--- src/rtl/opic_map.vh ---
`ifndef OPIC_MAP_VH
`define OPIC_MAP_VH
// slave address forms
`define OPIC_ADDR_FIXED      7'h2F
`define OPIC_ADDR_PIN_PREFIX 5'h0B
// instruction byte field positions
`define OPIC_INS_CHAN        7
`define OPIC_INS_SHDN        6
`define OPIC_INS_PROG        5
`define OPIC_INS_OVR         3
// preset and status values
`define OPIC_MIDSCALE        8'h80
`define OPIC_ST_READY        2'h0
`define OPIC_ST_FATAL        2'h2
`define OPIC_ST_DONE         2'h3
// fuse blow time in ns and cycle count at 50 MHz
`define OPIC_CLK_NS          20
`define OPIC_BLOW_NS         400000000
`define OPIC_BLOW_CYC        (`OPIC_BLOW_NS / `OPIC_CLK_NS)
`endif

--- src/rtl/opic_slave.v ---
`include "opic_map.vh"

module opic_slave #(
   parameter BLOW_CYC = `OPIC_BLOW_CYC      // fuse blow duration in cycles
) (
   input  wire       I_CLK,          // 50 MHz clock
   input  wire       I_RST,          // async reset, active high
   input  wire       I_CE,           // clock enable, freezes all state when low
   input  wire       I_PIN_ADDR_EN,  // 1 selects pin-configured address variant
   input  wire       I_ADDR_PIN_HIGH,// upper address pin level
   input  wire       I_ADDR_PIN_LOW, // lower address pin level
   input  wire       I_SCL,          // bus clock pin
   input  wire       I_SDA,          // bus data pin input
   output wire       O_SDA,          // bus data output, always low when enabled
   output reg        O_SDA_OE,       // high while pulling data low
   input  wire [1:0] I_FUSE_OK,      // per-channel fuse blow outcome, 1 = all blown
   output reg  [7:0] O_WIPER_CH1,    // applied wiper position channel 1
   output reg  [7:0] O_WIPER_CH2,    // applied wiper position channel 2
   output reg  [1:0] O_SHUTDOWN,     // per-channel shutdown: A open, wiper to B
   output reg  [1:0] O_FUSE_BLOW     // per-channel fuse blow strobe level
);
   localparam ST_IDLE  = 3'h0;
   localparam ST_ADDR  = 3'h1;
   localparam ST_INSTR = 3'h2;
   localparam ST_WDATA = 3'h3;
   localparam ST_RDATA = 3'h4;
   localparam ST_RVAL  = 3'h5;
   localparam ST_WAITA = 3'h6;

   wire scl_s;
   wire sda_s;
   reg  scl_d;
   reg  sda_d;
   reg  [2:0] state;
   reg  [3:0] bit_cnt;
   reg  [7:0] shreg;
   reg  [7:0] tx;
   reg        rd_mode;
   reg        in_ack;
   reg        chan;
   reg  [7:0] wiper      [0:1];
   reg  [7:0] fused      [0:1];
   reg  [1:0] blown;
   reg  [1:0] fatal;
   reg  [1:0] ovr;
   reg  [1:0] shdn;
   reg  [31:0] blow_cnt;
   reg        blow_ch;
   reg        blowing;
   reg        master_nack;
   wire       pin_en_s;
   wire       pin_h_s;
   wire       pin_l_s;
   wire [1:0] fuse_ok_s;
   genvar     gi;

   // both bus pins come from outside this clock domain
   opic_sync u_scl (
      .i_clk (I_CLK),
      .i_rst (I_RST),
      .i_ce  (I_CE),
      .i_d   (I_SCL),
      .o_q   (scl_s)
   );
   opic_sync u_sda (
      .i_clk (I_CLK),
      .i_rst (I_RST),
      .i_ce  (I_CE),
      .i_d   (I_SDA),
      .o_q   (sda_s)
   );

   // address straps are board pins too; they settle long before any frame
   opic_sync u_pin_en (
      .i_clk (I_CLK),
      .i_rst (I_RST),
      .i_ce  (I_CE),
      .i_d   (I_PIN_ADDR_EN),
      .o_q   (pin_en_s)
   );
   opic_sync u_pin_h (
      .i_clk (I_CLK),
      .i_rst (I_RST),
      .i_ce  (I_CE),
      .i_d   (I_ADDR_PIN_HIGH),
      .o_q   (pin_h_s)
   );
   opic_sync u_pin_l (
      .i_clk (I_CLK),
      .i_rst (I_RST),
      .i_ce  (I_CE),
      .i_d   (I_ADDR_PIN_LOW),
      .o_q   (pin_l_s)
   );

   // fuse outcome comes from the fuse cells, outside this clock domain
   generate
      for (gi = 0; gi < 2; gi = gi + 1) begin : g_fuse_sync
         opic_sync u_fuse_ok (
            .i_clk (I_CLK),
            .i_rst (I_RST),
            .i_ce  (I_CE),
            .i_d   (I_FUSE_OK[gi]),
            .o_q   (fuse_ok_s[gi])
         );
      end
   endgenerate

   always @(posedge I_CLK or posedge I_RST) begin
      if (I_RST) begin
         scl_d <= 1'b1;
         sda_d <= 1'b1;
      end else if (I_CE) begin
         scl_d <= scl_s;
         sda_d <= sda_s;
      end
   end

   wire scl_rise = scl_s & ~scl_d;
   wire scl_fall = ~scl_s & scl_d;
   wire start_c  = scl_s & scl_d & sda_d & ~sda_s;
   wire stop_c   = scl_s & scl_d & ~sda_d & sda_s;

   // address match, shared by both variants
   function addr_hit;
      input [6:0] a;
      input       pin_en;
      input       ph;
      input       pl;
      begin
         if (pin_en)
            addr_hit = (a == {`OPIC_ADDR_PIN_PREFIX, ph, pl});
         else
            addr_hit = (a == `OPIC_ADDR_FIXED);
      end
   endfunction

   // validation status of one channel
   function [1:0] fuse_status;
      input b;
      input f;
      begin
         if (f)
            fuse_status = `OPIC_ST_FATAL;
         else if (b)
            fuse_status = `OPIC_ST_DONE;
         else
            fuse_status = `OPIC_ST_READY;
      end
   endfunction

   // status and wiper of the selected channel, as sent on a read
   wire [1:0] cur_status = fuse_status(blown[chan], fatal[chan]);
   wire [7:0] cur_wiper  = wiper[chan];

   // open-drain: only ever drives low
   assign O_SDA = 1'b0;

   wire [7:0] next_shreg = {shreg[6:0], sda_s};

   // bus engine: bit counting on clock edges, data changed only on falling edge
   always @(posedge I_CLK or posedge I_RST) begin
      if (I_RST) begin
         state       <= ST_IDLE;
         bit_cnt     <= 4'h0;
         shreg       <= 8'h00;
         tx          <= 8'h00;
         rd_mode     <= 1'b0;
         in_ack      <= 1'b0;
         O_SDA_OE    <= 1'b0;
         chan        <= 1'b0;
         master_nack <= 1'b0;
         wiper[0]    <= `OPIC_MIDSCALE;
         wiper[1]    <= `OPIC_MIDSCALE;
         ovr         <= 2'h0;
         shdn        <= 2'h0;
         blowing     <= 1'b0;
         blow_ch     <= 1'b0;
         blow_cnt    <= 32'h0;
      end else if (I_CE) begin
         // fuse blow timer runs independent of the bus
         if (blowing) begin
            if (blow_cnt == 32'h0)
               blowing <= 1'b0;
            else
               blow_cnt <= blow_cnt - 32'h1;
         end
         if (start_c) begin
            state    <= ST_ADDR;
            bit_cnt  <= 4'h0;
            in_ack   <= 1'b0;
            O_SDA_OE <= 1'b0;
         end else if (stop_c) begin
            state    <= ST_IDLE;
            O_SDA_OE <= 1'b0;
         end else if (state != ST_IDLE) begin
            if (scl_rise && !in_ack) begin
               shreg   <= next_shreg;
               bit_cnt <= bit_cnt + 4'h1;
            end else if (scl_rise && in_ack) begin
               master_nack <= sda_s;
            end else if (scl_fall && in_ack) begin
               // end of ninth pulse: release and move to next byte
               in_ack   <= 1'b0;
               bit_cnt  <= 4'h0;
               O_SDA_OE <= 1'b0;
               if (state == ST_ADDR) begin
                  // read address ack over: first wiper bit must stand before next rise
                  state    <= ST_RDATA;
                  O_SDA_OE <= ~tx[7];
               end else if (state == ST_RDATA || state == ST_RVAL) begin
                  // repeat: data, validation, data, validation until a nack
                  if (master_nack) begin
                     state <= ST_WAITA;
                  end else if (state == ST_RDATA) begin
                     tx       <= {cur_status, 6'h00};
                     state    <= ST_RVAL;
                     O_SDA_OE <= ~cur_status[1];
                  end else begin
                     tx       <= cur_wiper;
                     state    <= ST_RDATA;
                     O_SDA_OE <= ~cur_wiper[7];
                  end
               end
            end else if (scl_fall && !in_ack && bit_cnt == 4'h8) begin
               // eighth bit complete: decide acknowledge
               in_ack <= 1'b1;
               case (state)
                  ST_ADDR: begin
                     if (addr_hit(shreg[7:1], pin_en_s, pin_h_s,
                                  pin_l_s)) begin
                        O_SDA_OE <= 1'b1;
                        rd_mode  <= shreg[0];
                        if (shreg[0]) begin
                           // stays in address state until the ack pulse ends
                           tx    <= wiper[chan];
                        end else begin
                           state <= ST_INSTR;
                        end
                     end else begin
                        state  <= ST_IDLE;
                        in_ack <= 1'b0;
                     end
                  end
                  ST_INSTR: begin
                     O_SDA_OE <= 1'b1;
                     chan     <= shreg[`OPIC_INS_CHAN];
                     // bit 4 from the master is not checked; low bits unused
                     shdn[shreg[`OPIC_INS_CHAN]] <= shreg[`OPIC_INS_SHDN];
                     ovr[shreg[`OPIC_INS_CHAN]]  <= shreg[`OPIC_INS_OVR];
                     if (shreg[`OPIC_INS_PROG] && !blown[shreg[`OPIC_INS_CHAN]]
                         && !blowing) begin
                        blowing  <= 1'b1;
                        blow_ch  <= shreg[`OPIC_INS_CHAN];
                        blow_cnt <= BLOW_CYC - 1;
                     end
                     state <= ST_WDATA;
                  end
                  ST_WDATA: begin
                     O_SDA_OE <= 1'b1;
                     // after blow only override lets a write land
                     if (!blown[chan] || ovr[chan])
                        wiper[chan] <= shreg;
                  end
                  default: begin
                     O_SDA_OE <= 1'b0;
                  end
               endcase
            end else if (scl_fall && !in_ack && rd_mode
                         && (state == ST_RDATA || state == ST_RVAL)) begin
               // shift out next bit, msb first; bit_cnt counts sent bits
               O_SDA_OE <= ~tx[3'h7 - bit_cnt[2:0]];
            end
            // leaving override restores the fused setting
            if (blown[0] && !ovr[0] && !(state == ST_INSTR))
               wiper[0] <= fused[0];
            if (blown[1] && !ovr[1] && !(state == ST_INSTR))
               wiper[1] <= fused[1];
         end
      end
   end

   // fuse bank: latched at end of blow, survives override and restores after
   always @(posedge I_CLK or posedge I_RST) begin
      if (I_RST) begin
         blown    <= 2'h0;
         fatal    <= 2'h0;
         fused[0] <= `OPIC_MIDSCALE;
         fused[1] <= `OPIC_MIDSCALE;
      end else if (I_CE) begin
         if (blowing && blow_cnt == 32'h0) begin
            blown[blow_ch] <= 1'b1;
            fatal[blow_ch] <= ~fuse_ok_s[blow_ch];
            fused[blow_ch] <= wiper[blow_ch];
         end
      end
   end

   // applied outputs; shutdown hides but never alters the wiper register
   always @(posedge I_CLK or posedge I_RST) begin
      if (I_RST) begin
         O_WIPER_CH1 <= `OPIC_MIDSCALE;
         O_WIPER_CH2 <= `OPIC_MIDSCALE;
         O_SHUTDOWN  <= 2'h0;
         O_FUSE_BLOW <= 2'h0;
      end else if (I_CE) begin
         O_WIPER_CH1 <= wiper[0];
         O_WIPER_CH2 <= wiper[1];
         O_SHUTDOWN  <= shdn;
         O_FUSE_BLOW <= {blowing & blow_ch, blowing & ~blow_ch};
      end
   end
endmodule // opic_slave

--- src/rtl/opic_sync.v ---
// two-stage synchroniser for one bit; first stage feeds only the second
module opic_sync (
   input  wire i_clk,   // local clock
   input  wire i_rst,   // async reset, active high
   input  wire i_ce,    // clock enable
   input  wire i_d,     // asynchronous input
   output reg  o_q      // synchronised output
);
   reg meta;

   // reset to idle-high, the released level of a pulled-up line
   always @(posedge i_clk or posedge i_rst) begin
      if (i_rst) begin
         meta <= 1'b1;
         o_q  <= 1'b1;
      end else if (i_ce) begin
         meta <= i_d;
         o_q  <= meta;
      end
   end
endmodule // opic_sync

--- config.mk ---
export PLATFORM = sky130hd
export DESIGN_NAME = opic_slave
export DESIGN_NICKNAME = d
export VERILOG_FILES = /design/src/rtl/opic_slave.v /design/src/rtl/opic_sync.v
export VERILOG_INCLUDE_DIRS = /design/src /design/src/rtl
export SDC_FILE = /design/constraint.sdc
export NUM_CORES = 1
export LEC_CHECK = 0
export BUFFER_PORTS_ARGS = -buffer_cell sky130_fd_sc_hd__buf_2
export CAP_MARGIN = 20
export CORE_MARGIN = 2
export CORE_UTILIZATION = 40
export CTS_CLUSTER_DIAMETER = 150
export DETAILED_ROUTE_END_ITERATION = 16
export PLACE_DENSITY = 0.59
export SLEW_MARGIN = 15
export SYNTH_ARGS = -nofsm -noshare
export SYNTH_HDL_FRONTEND = slang
export SYNTH_SLANG_ARGS = --single-unit
export TNS_END_PERCENT = 1
--- constraint.sdc ---
create_clock -name I_CLK -period 5.8 [get_ports I_CLK]
set_input_delay 0 -clock I_CLK [delete_from_list [all_inputs] [get_ports I_CLK]]
set_output_delay 0 -clock I_CLK [all_outputs]
set_load 0.05 [all_outputs]
==> impl_metrics.toml <==
[worst_setup_path]
cp.arrival_ns = 3.13
worstSetupPathType = "flip-flop to flip-flop"
critPathSlowestCell = "or4_1"
reg2reg_slack_ns = 2.98
cp.required_ns = 6.10
path_cells = "or4_1 > nor3b_4 > nand3_2 > or3_1 > mux2_4"
setup.worst_path.start_class = "flip-flop"
r2r_start = "blow_cnt[15]"
slowest_delay_ns = 0.70
r2r_end = "fused[13]"
r2r_cells = 5
cp_max_fo = 10
worst_setup_path_end_kind = "flip-flop"

[drt]
first_iter_violations = 365
dr_wl_met2_mm = 7.148
drc = 0
routedWlPerCell_um = 17.16
dr.max_layer_used = "met4"
drt_wl_total_mm = 15.48
drt-pass1-iter-count = 5
postRouteAntennaNets = 0
vias = 5013
wl_met1_mm = 7.433
vias_per_cell = 5.558
met3_length_um = 616

[clocking]
root_buffer = "clkbuf_16"
post_cts_resized = 0
htree_levels = 4
clkTransAtPathRegs_ns = 0.06
ctsHoldBuffers = 8
cts_buffers = 17
cts_setup_buffers = 0
clk_path_buf_depth = 2
tritoncts = "built"
cts_sinks = 138
clk_latency_ns = 0.42

[placed_design]
io_buffers = 30
place.gp.congestion = 0.8541
dpl.hpwl_mm = 10.34

[timing]
grt_setup_unrepaired = "false"
worst_pin_slew_ns = 1.059
fmax_ghz = 0.3540
final.setup.tns_ns = 0
finalCritPeriodShare_pct = 48.70
setup_violations = 0
slew_viol_final = 0
finalHoldViolations = 0
period_needed_ns = 2.825
max_slew_margin_pct = 29.09
clock_skew_ns = 0.01178

[synthesis]
synth-main-ff-cell = "dfrtp_1"
seq_area_frac_synth_pct = 49.27
synth_top_area_share_pct = 41.09
synth_cells = 635
yosysTopAreaCell = "dfrtp_1"
synth.top_cells.by_count = "116 x dfrtp_1, 75 x mux2_2, 47 x nand2_1"
synthArstFlopShare_pct = 100.0
synth_cell_types = 67
ys_top_cells_by_area = "dfrtp_1 41%, mux2_2 12%, dfstp_2 8.2%"
ys_seq_elements = 138
synth-edff-count = 0
syn_nets = 649
synth_most_common_cell = "dfrtp_1"
yosys_warnings = 0
avgSynthCellArea_um2 = 11.12
syn_area_mm2 = 0.007064

[cells_and_area]
drive_gt1_share_pct = 28.06
final_util_pct = 46.77
fill_cells = 1590
synthToLayoutAreaGrowth_pct = 14.51
antennaDiodeCount = 0
nets = 678

[run_status]
outcome = "finished clean"

[floorplanning]
start_util_pct = 40.84
fp-row-count = 48
core_region_area_mm2 = 0.01730
die_h_um = 136.9
io_pins = 32
dieArea_mm2 = 0.01874
die_w_um = 136.9

[grt]
track_usage_pct = 17.87
antenna_found_initial = 0
grt_max_degree = 79
grt.overflow.total = 0
grt_pass1_wl_mm = 26.03
grt_pass1_vias = 4997

[power]
ir_worst_vdd_mv = 0.2214
p_per_area_mw_per_mm2 = 370.2
p_leak_nw = 3.730

[run]
drv_cap = 0

[min_path]
hp-class = "input pin to asynchronous set/reset pin"
[cells by family (layout without fill, tap and decap cells)]
kind of cell	Yosys count	after routing	share of synthesized area, %
fa+ha+maj	4	4	0.7085
compound gates	116	116	10.75
flops	138	138	49.27
buf+inv	52	94	3.082
mux	115	115	19.11
simple gates	199	199	15.78
xor+xnor	10	10	1.240
other cells	1	1	0.05308
[worst max-delay path: cells and delay by family, from the launching register on]
kind,cells,cell delay [ns]
flip-flops,1,0.42
multiplexers,1,0.41
AND/OR/NAND/NOR,4,1.88
[worst max path at each step]
stage / start / end / slack [ns] / cells after the start
final: blow_cnt[15] / fused[13] / 2.98 / 5
after global routing: blow_cnt[5] / fused[13] / 2.85 / 5
after CTS: blow_cnt[15] / fused[13] / 2.99 / 5
after detailed placement: I_CE / wiper[6] / 2.89 / 6
after global placement: I_CE / wiper[5] / 3.04 / 6
after floorplan: I_RST / O_FUSE_BLOW[0] / 2.14 / 1
[sequential cells by signal, indices dropped and copies added (netlist names), 4 cells and up]
signal,count
bit_cnt,4
O_WIPER_CH1,8
O_WIPER_CH2,8
blow_cnt,32
fused,16
wiper,16
tx,8
shreg,8
[through the flow]
step	hold WS, ns	cell area, µm²	std cells	total power (W)	setup WS, ns
after floorplan	0.1522	7064	635	0.001705	2.140
after global routing	0.3135	8089	902	0.003145	2.853
after global placement	0.1533	7393	862	0.001874	3.037
after detailed placement	0.1622	7393	862	0.001891	2.894
final	0.2274	8089	902	0.002995	2.975
after CTS	0.2561	8089	902	0.003023	2.990
[cells in the final DEF, fill, tap and decap left out, types with 7 or more instances in the layout]
| cell type | n |
|---|---|
| a21oi_1 | 26 |
| and3_1 | 9 |
| buf_2 | 30 |
| clkbuf_16 | 21 |
| dfrtp_1 | 116 |
| dfstp_2 | 22 |
| dlygate4sd3_1 | 8 |
| inv_1 | 19 |
| mux2_2 | 75 |
| mux2_4 | 16 |
| mux2i_1 | 22 |
| nand2_1 | 47 |
| nand2b_1 | 9 |
| nand3_1 | 13 |
| nor2_1 | 27 |
| nor3_1 | 17 |
| nor3b_1 | 13 |
| nor4_1 | 9 |
| o2111ai_1 | 7 |
| o21ai_0 | 37 |
| or3_1 | 9 |
| or4_1 | 8 |
| xor2_1 | 7 |
[cell type report]
type | count | area, µm² | share of cell area (%)
inverter | 20 | 80.08 | 0.9899
clock buffer | 26 | 544.3 | 6.729
timing repair buffer | 42 | 260.3 | 3.217
tap | 225 | 281.5 | 3.480
sequential | 138 | 3481 | 43.03
clock inverter | 6 | 71.32 | 0.8817
multi-input combinational | 445 | 3371 | 41.67
[per-layer routing]
| metal | global-route usage (%) | vias up |
|---|---|---|
| li1 | - | 2386 |
| met5 | 0 | - |
| met4 | 6.529 | 0 |
| met2 | 27.61 | 101 |
| met3 | 3.926 | 21 |
| met1 | 24.73 | 2505 |
[where the power goes]
| part | switching [W] | internal (W) | total [W] |
|---|---|---|---|
| Clock | 0.000411 | 0.000697 | 0.00111 |
| Sequential | 0.000179 | 0.00109 | 0.00126 |
| Combinational | 0.000363 | 0.000258 | 0.000622 |
(Power assumes the default switching activity.)
